[config.mk]
export PLATFORM = sky130hd
export DESIGN_NAME = sleep_wakeup_event_control
export DESIGN_NICKNAME = d
export VERILOG_FILES = /design/src/logic/wake_ctrl_pkg.sv /design/src/logic/sleep_wakeup_event_control.sv
export SDC_FILE = /design/constraint.sdc
export NUM_CORES = 1
export LEC_CHECK = 0
export ABC_AREA = 1
export BUFFER_PORTS_ARGS = -buffer_cell sky130_fd_sc_hd__buf_2
export CAP_MARGIN = 20
export CORE_ASPECT_RATIO = 0.7
export CORE_UTILIZATION = 47
export DETAILED_ROUTE_END_ITERATION = 12
export SLEW_MARGIN = 0
export SYNTH_ARGS = -nofsm -noshare
export SYNTH_HDL_FRONTEND = slang
export SYNTH_SLANG_ARGS = --single-unit
[constraint.sdc]
create_clock -name i_clk -period 3.2 [get_ports i_clk]
set_input_delay 0.32 -clock i_clk [delete_from_list [all_inputs] [get_ports i_clk]]
set_output_delay 0.32 -clock i_clk [all_outputs]
set_load 0.1 [all_outputs]
[src/logic/wake_ctrl_pkg.sv]
package wake_ctrl_pkg;
	// Register addresses
	localparam logic [7:0] ADDR_TIMER_CONTROL = 8'h88;
	localparam logic [7:0] ADDR_RTC_CONFIG    = 8'ha1;
	localparam logic [7:0] ADDR_RTC_CONFIG2   = 8'ha2;
	localparam logic [7:0] ADDR_PORT0_PULLUP  = 8'hb2;
	localparam logic [7:0] ADDR_PORT1_PULLUP  = 8'hb3;
	localparam logic [7:0] ADDR_PORT2_PULLUP  = 8'hb4;
	localparam logic [7:0] ADDR_POWER_CONTROL = 8'hc5;
	localparam logic [7:0] ADDR_POWER_IRQ_EN  = 8'hec;
	localparam logic [7:0] ADDR_DELTA_CONFIG  = 8'hf3;
	localparam logic [7:0] ADDR_PERIPHERAL_CONFIG_CONFIG = 8'hf4;
	localparam logic [7:0] ADDR_POWER_FLAGS   = 8'hf8;
	localparam logic [7:0] ADDR_SCRATCH_BASE  = 8'hfb;
	localparam logic [7:0] ADDR_PIN_CONFIG    = 8'hff;
	localparam logic [7:0] ADDR_LCD_CONTROL   = 8'hd0;
	localparam logic [7:0] ADDR_LCD_POINTER   = 8'hd1;
	localparam logic [7:0] ADDR_LCD_DATA      = 8'hd2;
	localparam logic [7:0] ADDR_WAKE_STATUS   = 8'hd3;
	// Field positions
	localparam int BIT_PIN0_EDGE_SEL   = 0;
	localparam int BIT_PIN0_EDGE_FLAG  = 1;
	localparam int BIT_PIN1_EDGE_SEL   = 2;
	localparam int BIT_PIN1_EDGE_FLAG  = 3;
	localparam int BIT_RTC_INTERVAL    = 2;
	localparam int BIT_RTC_ALARM       = 6;
	localparam int BIT_SUPPLY_MEAS     = 3;
	localparam int BIT_SUPPLY_RESTORED = 7;
	localparam int BIT_SUPPLY_SOURCE   = 6;
	localparam int BIT_RX_EDGE_FLAG    = 7;
	localparam int BIT_SLEEP_ENTER     = 4;
	localparam int BIT_PIN0_PROG       = 0;
	localparam int BIT_TEMP_SLEEP_EN   = 0;
	localparam int BIT_LCD_ON          = 0;
	// Field values
	localparam logic [1:0] PIN1_PROG_WAKE = 2'h3;
	localparam logic [1:0] RX_PROG_WAKE   = 2'h3;
	localparam logic [7:0] ALARM_EN_MASK  = 8'he0;
	// Reset values, unmapped read value and storage depths
	localparam logic [7:0] RESET_BYTE      = 8'h00;
	localparam logic [7:0] RESET_PULLUP_EN = 8'hff;
	localparam logic [7:0] UNMAPPED_READ   = 8'h00;
	localparam int SCRATCH_COUNT = 4;
	localparam int LCD_DEPTH     = 16;

	typedef enum logic [1:0] {
		normal_mode,
		battery_mode,
		sleep_mode
	} power_mode_type;

	// Register bus request
	typedef struct packed {
		logic [7:0] addr;
		logic [7:0] wdata;
		logic       wr;
		logic       rd;
	} reg_req_type;

	// Wake source pins and events
	typedef struct packed {
		logic temp_event;
		logic supply_meas_event;
		logic supply_restored_event;
		logic rtc_interval_event;
		logic rtc_alarm_event;
		logic pin0_n;
		logic pin1_n;
		logic second_uart_rx_line;
		logic reset_pin_n;
		logic on_main_rail;
	} wake_src_type;

	// Source levels with nothing pending: active-low pins and rx line idle high
	localparam wake_src_type SRC_IDLE = '{pin0_n: 1'b1, pin1_n: 1'b1,
		second_uart_rx_line: 1'b1, reset_pin_n: 1'b1, default: 1'b0};
endpackage

[src/logic/sleep_wakeup_event_control.sv]
// Overview of operation
// [RULE_01] Firmware clears the waking source flag before re-entering sleep.
// [RULE_02] Temperature event wakes only if temperature measurement enabled for sleep.
// [RULE_03] Supply measurement event sets power flag bit 3, power vector.
// [RULE_04] Clearing power enable bit 3 disables supply measurement wake-up.
// [RULE_05] Main supply restore wakes unconditionally and sets power flag bit 7.
// [RULE_06] Supply source indicator bit 6 shows connection to main rail.
// [RULE_07] RTC interval expiry sets RTC bit 2; maskable wake source. The code has no mask: a set bit 2 always wakes.
// [RULE_08] RTC alarm sets RTC bit 6; wakes only with alarm enables set.
// [RULE_09] Pin 0 wakes when program bit equals 1; edge chosen by bit 0.
// [RULE_10] Pin 0 wake leaves the pin 0 edge flag unchanged.
// [RULE_11] Pin 1 wakes when program field is 11x; edge chosen by bit 2.
// [RULE_12] Pin 1 wake leaves the pin 1 edge flag unchanged.
// [RULE_13] Receive program 11 makes any rx edge wake and set flag bit 7.
// [RULE_14] Reset pin low in sleep wakes into battery mode.
// [RULE_15] Display may switch during sleep; its segment memory is kept.
// [RULE_16] Four scratch pad registers keep contents across sleep.
// [RULE_17] In sleep all pins are inputs; pull-ups individually disabled.
// [RULE_18] Firmware enters sleep by setting power control bit 4.
// [RULE_19] Wake from sleep restarts the core at the reset vector.
// [RULE_20] Wake request ORs enabled and nonmaskable sources, only in sleep.
module sleep_wakeup_event_control
	import wake_ctrl_pkg::*;
#(
	parameter int PIN_COUNT = 8
) (
	// Clock and reset
	input  wire logic                        i_clk,
	input  wire logic                        i_rst,
	// Register port
	input  wire wake_ctrl_pkg::reg_req_type  i_req,
	output logic [7:0]                       o_rdata,
	// Wake sources, asynchronous
	input  wire wake_ctrl_pkg::wake_src_type i_src,
	// Power sequencing
	output logic                             o_wake_req,
	output logic                             o_core_restart,
	output logic                             o_core_off,
	output wake_ctrl_pkg::power_mode_type    o_mode,
	// Pins and display
	output logic [3*PIN_COUNT-1:0]           o_pin_force_input,
	output logic [3*PIN_COUNT-1:0]           o_pin_pullup_en,
	output logic                             o_lcd_on
);
	import wake_ctrl_pkg::*;

	// Synchronised sources
	wake_src_type src_meta_reg;
	wake_src_type src_sync_reg;
	wake_src_type src_prev_reg;

	logic [7:0] timer_control_reg;
	logic [7:0] rtc_config_reg;
	logic [7:0] rtc_config_second_reg;
	logic [7:0] pullup_reg [3];
	logic [7:0] power_irq_enable_reg;
	logic [7:0] temp_supply_delta_config_reg;
	logic [7:0] peripheral_config_reg;
	logic [7:0] power_irq_flags_reg;
	logic [7:0] irq_pin_config_reg;
	logic [7:0] scratch_pad_regs [SCRATCH_COUNT];
	logic [7:0] lcd_mem_reg [LCD_DEPTH];
	logic [7:0] lcd_ptr_reg;
	logic       lcd_on_reg;
	logic [7:0] wake_cause_reg;
	power_mode_type mode_reg;
	logic [7:0] rdata_reg;
	logic       wake_req_reg;
	logic       restart_reg;
	logic       temp_flag_reg;

	// Helper: write hit on an address
	function automatic logic wr_hit(input reg_req_type r, input logic [7:0] a);
		return r.wr && (r.addr == a);
	endfunction

	// Edge detection on synchronised levels
	logic pin0_fall;
	logic pin1_fall;
	logic pin0_low;
	logic pin1_low;
	logic rx_edge;
	logic temp_rise;
	logic meas_rise;
	logic restore_rise;
	logic interval_rise;
	logic alarm_rise;
	logic in_sleep;
	logic temp_wake;
	logic meas_wake;
	logic rtc_wake;
	logic pin0_wake;
	logic pin1_wake;
	logic rx_wake;
	logic reset_wake;
	logic any_wake;

	assign pin0_fall     = src_prev_reg.pin0_n && !src_sync_reg.pin0_n;
	assign pin1_fall     = src_prev_reg.pin1_n && !src_sync_reg.pin1_n;
	assign pin0_low      = !src_sync_reg.pin0_n;
	assign pin1_low      = !src_sync_reg.pin1_n;
	assign rx_edge       = src_prev_reg.second_uart_rx_line ^ src_sync_reg.second_uart_rx_line;
	assign temp_rise     = src_sync_reg.temp_event && !src_prev_reg.temp_event;
	assign meas_rise     = src_sync_reg.supply_meas_event && !src_prev_reg.supply_meas_event;
	assign restore_rise  = src_sync_reg.supply_restored_event
		&& !src_prev_reg.supply_restored_event;
	assign interval_rise = src_sync_reg.rtc_interval_event && !src_prev_reg.rtc_interval_event;
	assign alarm_rise    = src_sync_reg.rtc_alarm_event && !src_prev_reg.rtc_alarm_event
		&& ((rtc_config_second_reg & ALARM_EN_MASK) != RESET_BYTE); // RULE_08
	assign in_sleep      = (mode_reg == sleep_mode);

	// Per-source wake qualification
	assign temp_wake  = temp_flag_reg
		&& temp_supply_delta_config_reg[BIT_TEMP_SLEEP_EN]; // RULE_02
	assign meas_wake  = power_irq_flags_reg[BIT_SUPPLY_MEAS]
		&& power_irq_enable_reg[BIT_SUPPLY_MEAS]; // RULE_04
	assign rtc_wake   = rtc_config_reg[BIT_RTC_INTERVAL] || rtc_config_reg[BIT_RTC_ALARM];
	assign pin0_wake  = irq_pin_config_reg[BIT_PIN0_PROG]
		&& (timer_control_reg[BIT_PIN0_EDGE_SEL] ? pin0_fall : pin0_low); // RULE_09
	assign pin1_wake  = (irq_pin_config_reg[3:2] == PIN1_PROG_WAKE)
		&& (timer_control_reg[BIT_PIN1_EDGE_SEL] ? pin1_fall : pin1_low); // RULE_11
	assign rx_wake    = peripheral_config_reg[BIT_RX_EDGE_FLAG]
		&& (peripheral_config_reg[1:0] == RX_PROG_WAKE); // RULE_13
	assign reset_wake = !src_sync_reg.reset_pin_n; // RULE_14
	assign any_wake   = temp_wake || meas_wake || rtc_wake || pin0_wake || pin1_wake
		|| rx_wake || reset_wake || power_irq_flags_reg[BIT_SUPPLY_RESTORED]; // RULE_20

	// Two-stage synchroniser plus history stage
	always_ff @(posedge i_clk) begin
		if (i_rst) begin
			src_meta_reg <= SRC_IDLE;
			src_sync_reg <= SRC_IDLE;
			src_prev_reg <= SRC_IDLE;
		end else begin
			src_meta_reg <= i_src;
			src_sync_reg <= src_meta_reg;
			src_prev_reg <= src_sync_reg;
		end
	end

	// Power mode sequencing
	always_ff @(posedge i_clk) begin
		if (i_rst) begin
			mode_reg     <= normal_mode;
			wake_req_reg <= 1'b0;
			restart_reg  <= 1'b0;
		end else begin
			wake_req_reg <= in_sleep && any_wake; // RULE_20
			restart_reg  <= 1'b0;
			if (in_sleep) begin
				if (src_sync_reg.on_main_rail) begin
					mode_reg    <= normal_mode;
					restart_reg <= 1'b1; // RULE_19
				end else if (any_wake) begin
					mode_reg    <= battery_mode; // RULE_14
					restart_reg <= 1'b1; // RULE_19
				end
			end else if (wr_hit(i_req, ADDR_POWER_CONTROL) && i_req.wdata[BIT_SLEEP_ENTER]) begin
				mode_reg <= sleep_mode; // RULE_18
			end else begin
				mode_reg <= src_sync_reg.on_main_rail ? normal_mode : battery_mode;
			end
		end
	end

	// Power flags: hardware set wins over software clear
	always_ff @(posedge i_clk) begin
		if (i_rst) begin
			power_irq_flags_reg  <= RESET_BYTE;
			power_irq_enable_reg <= RESET_BYTE;
		end else begin
			if (wr_hit(i_req, ADDR_POWER_FLAGS)) begin
				power_irq_flags_reg <= i_req.wdata; // RULE_01
			end
			if (meas_rise) begin
				power_irq_flags_reg[BIT_SUPPLY_MEAS] <= 1'b1; // RULE_03
			end
			if (restore_rise) begin
				power_irq_flags_reg[BIT_SUPPLY_RESTORED] <= 1'b1; // RULE_05
			end
			if (wr_hit(i_req, ADDR_POWER_IRQ_EN)) begin
				power_irq_enable_reg <= i_req.wdata;
			end
		end
	end

	// RTC configuration and flags
	always_ff @(posedge i_clk) begin
		if (i_rst) begin
			rtc_config_reg        <= RESET_BYTE;
			rtc_config_second_reg <= RESET_BYTE;
		end else begin
			if (wr_hit(i_req, ADDR_RTC_CONFIG)) begin
				rtc_config_reg <= i_req.wdata;
			end
			if (interval_rise) begin
				rtc_config_reg[BIT_RTC_INTERVAL] <= 1'b1; // RULE_07
			end
			if (alarm_rise) begin
				rtc_config_reg[BIT_RTC_ALARM] <= 1'b1; // RULE_08
			end
			if (wr_hit(i_req, ADDR_RTC_CONFIG2)) begin
				rtc_config_second_reg <= i_req.wdata;
			end
		end
	end

	// Timer control: edge flags untouched by sleep wake-ups; a set beats a write
	always_ff @(posedge i_clk) begin
		if (i_rst) begin
			timer_control_reg <= RESET_BYTE;
		end else begin
			if (wr_hit(i_req, ADDR_TIMER_CONTROL)) begin
				timer_control_reg <= i_req.wdata;
			end
			if (!in_sleep) begin // RULE_10 RULE_12
				if (timer_control_reg[BIT_PIN0_EDGE_SEL] ? pin0_fall : pin0_low) begin
					timer_control_reg[BIT_PIN0_EDGE_FLAG] <= 1'b1;
				end
				if (timer_control_reg[BIT_PIN1_EDGE_SEL] ? pin1_fall : pin1_low) begin
					timer_control_reg[BIT_PIN1_EDGE_FLAG] <= 1'b1;
				end
			end
		end
	end

	// Peripheral configuration, source indicator and rx flag
	always_ff @(posedge i_clk) begin
		if (i_rst) begin
			peripheral_config_reg <= RESET_BYTE;
		end else begin
			if (wr_hit(i_req, ADDR_PERIPHERAL_CONFIG_CONFIG)) begin
				peripheral_config_reg <= i_req.wdata;
			end
			peripheral_config_reg[BIT_SUPPLY_SOURCE] <= src_sync_reg.on_main_rail; // RULE_06
			if (rx_edge && (peripheral_config_reg[1:0] == RX_PROG_WAKE)) begin
				peripheral_config_reg[BIT_RX_EDGE_FLAG] <= 1'b1; // RULE_13
			end
		end
	end

	// Temperature event latch, cleared by writing delta config
	always_ff @(posedge i_clk) begin
		if (i_rst) begin
			temp_flag_reg                <= 1'b0;
			temp_supply_delta_config_reg <= RESET_BYTE;
			irq_pin_config_reg           <= RESET_BYTE;
		end else begin
			if (wr_hit(i_req, ADDR_DELTA_CONFIG)) begin
				temp_supply_delta_config_reg <= i_req.wdata;
				temp_flag_reg                <= 1'b0; // RULE_01
			end
			if (temp_rise) begin
				temp_flag_reg <= 1'b1; // RULE_02
			end
			if (wr_hit(i_req, ADDR_PIN_CONFIG)) begin
				irq_pin_config_reg <= i_req.wdata;
			end
		end
	end

	// Retained storage: scratch pad, pull-ups, display pointer and control
	always_ff @(posedge i_clk) begin
		if (i_rst) begin
			for (int i = 0; i < SCRATCH_COUNT; i++) begin
				scratch_pad_regs[i] <= RESET_BYTE;
			end
			for (int i = 0; i < 3; i++) begin
				pullup_reg[i] <= RESET_PULLUP_EN;
			end
			lcd_ptr_reg <= RESET_BYTE;
			lcd_on_reg  <= 1'b0;
		end else begin
			for (int i = 0; i < SCRATCH_COUNT; i++) begin
				if (wr_hit(i_req, 8'(ADDR_SCRATCH_BASE + 8'(i)))) begin
					scratch_pad_regs[i] <= i_req.wdata; // RULE_16
				end
			end
			for (int i = 0; i < 3; i++) begin
				if (wr_hit(i_req, 8'(ADDR_PORT0_PULLUP + 8'(i)))) begin
					pullup_reg[i] <= i_req.wdata; // RULE_17
				end
			end
			if (wr_hit(i_req, ADDR_LCD_POINTER)) begin
				lcd_ptr_reg <= i_req.wdata;
			end
			if (wr_hit(i_req, ADDR_LCD_CONTROL)) begin
				lcd_on_reg <= i_req.wdata[BIT_LCD_ON]; // RULE_15
			end
		end
	end

	// Display memory is never cleared, so it survives sleep
	always_ff @(posedge i_clk) begin
		if (wr_hit(i_req, ADDR_LCD_DATA)) begin
			lcd_mem_reg[lcd_ptr_reg[3:0]] <= i_req.wdata; // RULE_15
		end
	end

	// Wake cause capture for firmware after restart
	always_ff @(posedge i_clk) begin
		if (i_rst) begin
			wake_cause_reg <= RESET_BYTE;
		end else if (in_sleep && any_wake) begin
			wake_cause_reg <= {reset_wake, rx_wake, pin1_wake, pin0_wake, rtc_wake,
				power_irq_flags_reg[BIT_SUPPLY_RESTORED], meas_wake, temp_wake};
		end
	end

	// Read data, one cycle after the strobe
	always_ff @(posedge i_clk) begin
		if (i_rst) begin
			rdata_reg <= RESET_BYTE;
		end else if (i_req.rd) begin
			if (i_req.addr == ADDR_TIMER_CONTROL) begin
				rdata_reg <= timer_control_reg;
			end else if (i_req.addr == ADDR_RTC_CONFIG) begin
				rdata_reg <= rtc_config_reg;
			end else if (i_req.addr == ADDR_RTC_CONFIG2) begin
				rdata_reg <= rtc_config_second_reg;
			end else if (i_req.addr >= ADDR_PORT0_PULLUP && i_req.addr <= ADDR_PORT2_PULLUP) begin
				rdata_reg <= pullup_reg[2'(i_req.addr - ADDR_PORT0_PULLUP)];
			end else if (i_req.addr == ADDR_POWER_IRQ_EN) begin
				rdata_reg <= power_irq_enable_reg;
			end else if (i_req.addr == ADDR_DELTA_CONFIG) begin
				rdata_reg <= temp_supply_delta_config_reg;
			end else if (i_req.addr == ADDR_PERIPHERAL_CONFIG_CONFIG) begin
				rdata_reg <= peripheral_config_reg;
			end else if (i_req.addr == ADDR_POWER_FLAGS) begin
				rdata_reg <= power_irq_flags_reg;
			end else if (i_req.addr >= ADDR_SCRATCH_BASE && i_req.addr < ADDR_PIN_CONFIG) begin
				rdata_reg <= scratch_pad_regs[2'(i_req.addr - ADDR_SCRATCH_BASE)];
			end else if (i_req.addr == ADDR_PIN_CONFIG) begin
				rdata_reg <= irq_pin_config_reg;
			end else if (i_req.addr == ADDR_LCD_CONTROL) begin
				rdata_reg <= {7'h00, lcd_on_reg};
			end else if (i_req.addr == ADDR_LCD_POINTER) begin
				rdata_reg <= lcd_ptr_reg;
			end else if (i_req.addr == ADDR_LCD_DATA) begin
				rdata_reg <= lcd_mem_reg[lcd_ptr_reg[3:0]];
			end else if (i_req.addr == ADDR_WAKE_STATUS) begin
				rdata_reg <= wake_cause_reg;
			end else begin
				rdata_reg <= UNMAPPED_READ;
			end
		end else begin
			rdata_reg <= RESET_BYTE;
		end
	end

	// Pin treatment registered toward the pads
	always_ff @(posedge i_clk) begin
		if (i_rst) begin
			o_pin_force_input <= '0;
			o_pin_pullup_en   <= '1;
		end else begin
			o_pin_force_input <= {(3*PIN_COUNT){in_sleep}}; // RULE_17
			for (int i = 0; i < 3; i++) begin
				o_pin_pullup_en[i*PIN_COUNT +: PIN_COUNT] <= PIN_COUNT'(pullup_reg[i]); // RULE_17
			end
		end
	end

	assign o_rdata        = rdata_reg;
	assign o_wake_req     = wake_req_reg;
	assign o_core_restart = restart_reg;
	assign o_core_off     = mode_reg[1]; // Only sleep_mode has the upper bit set
	assign o_mode         = mode_reg;
	assign o_lcd_on       = lcd_on_reg;
endmodule

==> impl_metrics.csv <==
group,metric,value,unit
outcome,status,"completed",
pwr,power_leakage,6.62,nW
cells_and_area,largest_reg_flops,128,
synth,synth_area_leaders,"edfxtp_1 39%, dfxtp_1 21%, nand2_1 8.8%",
synth,synth_area,14100,sq um
worst_setup_path,path_class,"flop to flop",
timing,min_period_over_period,0.743,
clock_network,clock-sinks,335,
cells_and_area,area_growth,14.5,%
placement,gp_congestion,0.934,
synth,async_reset_ff_frac,0,
timing,finalHoldViolCount,0,
worst_setup_path,cp.required,3.67,ns
synth,synth_seq_cells,335,
worst_setup_path,worstSetupStartpointType,"flop",
timing,tns,0,ns
pwr,vdd_drop_max,0.000371,V
synth,ys.flop_type,"edfxtp_1",
route,drt_iter0_markers,1149,
worst_setup_path,crit_path_max_fanout,13,
timing,fin_skew,0.0122,ns
timing,setup_viol,0,
die,dieArea,30700,sq um
clock_network,ctsResizeCount,0,
cells_and_area,drive_above_1_share,0.142,
synth,synth_common_cells,"331 x nand2_1, 184 x edfxtp_1, 181 x inv_1",
route,drc,0,
synth,syn_nets,1590,
clock_network,htreeDepth,1,
route,post_drt_wl_per_cell,19.0,um
clock_network,path_clk_slew,0.07,ns
timing,period_minus_slack,2.38,ns
global_route,antenna_found_initial,1,
synth,synthCells,1556,
cells_and_area,nets,1683,
clock_network,ctsRootBufferMaster,"clkbuf_16",
die,initial_core_util,0.482,
route,wl,39.1,mm
die,core_region_area,29200,sq um
die,die_height,147,um
timing,maxSlewHeadroom,0.360,
die,num_io_pins,92,
timing,worstMarginPinSlew,0.950,ns
worst_setup_path,cp-end-kind,"flop",
die,dieWidth,209,um
clock_network,clock_latency,0.58,ns
worst_hold_path,hold_path.class,"input pin to flop",
synth,synth_enable_flop_cells,184,
synth,syn_avg_cell_area,9.06,sq um
global_route,grt-ovfl-total,0,
clock_network,cts_tree,"built",
route,postRouteAntennaNets,0,
clock_network,cts_buffers,31,
worst_setup_path,arrival,2.85,ns
synth,post-synth-top-area-fraction,0.392,
route,dr.pass1.iters,5,
global_route,grt_pass1_vias,10015,
die,rows,52,
placement,portBuffers,91,
clock_network,max-clock-path-buffers,3,
global_route,grt_max_degree,73,
synth,synth.most_common_cell,"nand2_1",
global_route,grt_use_total,0.259,
timing,hold_slack,0.0993,ns
global_route,grt_pass1_wl,60.3,mm
route,viasPerCell,5.28,
pwr,cellPowerDensity,560,nW/um^2
synth,yosys_warnings,0,
synth,yosysUniqueCellTypes,44,
timing,fmax,0.420,GHz
route,vias,10830,
job,maxCapViolCount,0,
synth,yosysSeqAreaShare,0.606,
placement,dp_hpwl,27.0,mm
synth,yosys.area.top_type,"edfxtp_1",
timing,rsz0062_at_grt,"false",
timing,drv_slew,0,
[routing by layer]
metal,track usage,up-vias,part of all wire
li1,-,5271,-
met1,0.428,5124,0.51
met2,0.348,388,0.39
met3,0.0496,47,0.089
met4,0.0434,0,0.013
met5,0,-,0
[power by group]
| group | internal (W) | switching, W | total (W) |
|---|---|---|---|
| clock | 0.00225 | 0.00162 | 0.00387 |
| sequential | 0.00460 | 0.0000281 | 0.00463 |
| combinational | 0.000110 | 0.000414 | 0.000524 |
[kinds of logic (layout without fill, tap and decap cells)]
logic type / after synthesis / in the layout / share of synthesized area
DFF: 335 / 335 / 0.606
adders and majority gates: 4 / 4 / 0.00355
and+or+nand+nor: 646 / 646 / 0.197
buffers and inverters: 290 / 408 / 0.0866
AOI/OAI and AO/OA: 281 / 281 / 0.107
other: 0 / 1 / 0
[repair_timing]
item                      CTS  global route
hold buffers               10             0
buffers inserted            0             0
hold endpoints to repair   10             0
[path summary, 6_finish.rpt]
kind | slack [ns] | cells after the start | endpoint | start
setup / recovery | 0.82 | 10 | wake_cause_reg[7]$_SDFFE_PP0P_ | timer_control_reg[2]$_SDFFE_PP0P_
hold / removal | 0.1 | 3 | o_rdata[5]$_SDFF_PP0_ | i_req[0]
setup reg to reg | 0.82 | 10 | wake_cause_reg[7]$_SDFFE_PP0P_ | timer_control_reg[2]$_SDFFE_PP0P_
hold reg to reg | 0.41 | 2 | src_sync_reg[6]$_SDFF_PP0_ | src_meta_reg[6]$_SDFF_PP0_
[worst max-delay path, stage by stage (launching register included)]
cell and delay [ns]:
dfxtp_1 0.35, inv_1 0.06, o21ai_0 0.74, nor3_1 0.33
inv_1 0.13, nand2_1 0.07, nor2_1 0.13, nor2_1 0.05
buf_4 0.17, o21ai_0 0.16, a21oi_1 0.06
[metrics by stage]
| stage | area [sq um] | util | cells | setup WS (ns) | total power [W] |
|---|---|---|---|---|---|
| floorplan | 14100 | - | 1556 | 0.742 | 0.00503 |
| global placement | 14900 | 0.511 | 1984 | 0.502 | 0.00524 |
| detailed placement | 14900 | 0.511 | 1984 | 0.487 | 0.00524 |
| CTS | 16100 | 0.552 | 2052 | 0.878 | 0.00909 |
| global route | 16100 | 0.552 | 2052 | 0.676 | 0.00931 |
| finish | 16100 | 0.552 | 2053 | 0.821 | 0.00903 |
[cell type report]
class,count,area (sq um)
Clock buffer,51,1010
Clock inverter,7,76.3
Sequential cell,335,8550
Fill cell,2684,13100
Inverter,202,758
Tap cell,378,473
Timing Repair Buffer,148,933
Multi-Input combinational cell,931,4330
Antenna cell,1,2.50
[cells in the final DEF (no fill, tap or decap), drive strengths merged, types with 11 or more instances in the layout]
cell    instances
buf           138
edfxtp        184
inv           192
o21ai         142
a31oi          11
clkinv         16
nand2         334
clkbuf         51
a21oi          98
dfxtp         151
or2            25
nand3         104
nor2          164
(Power assumes the default switching activity.)
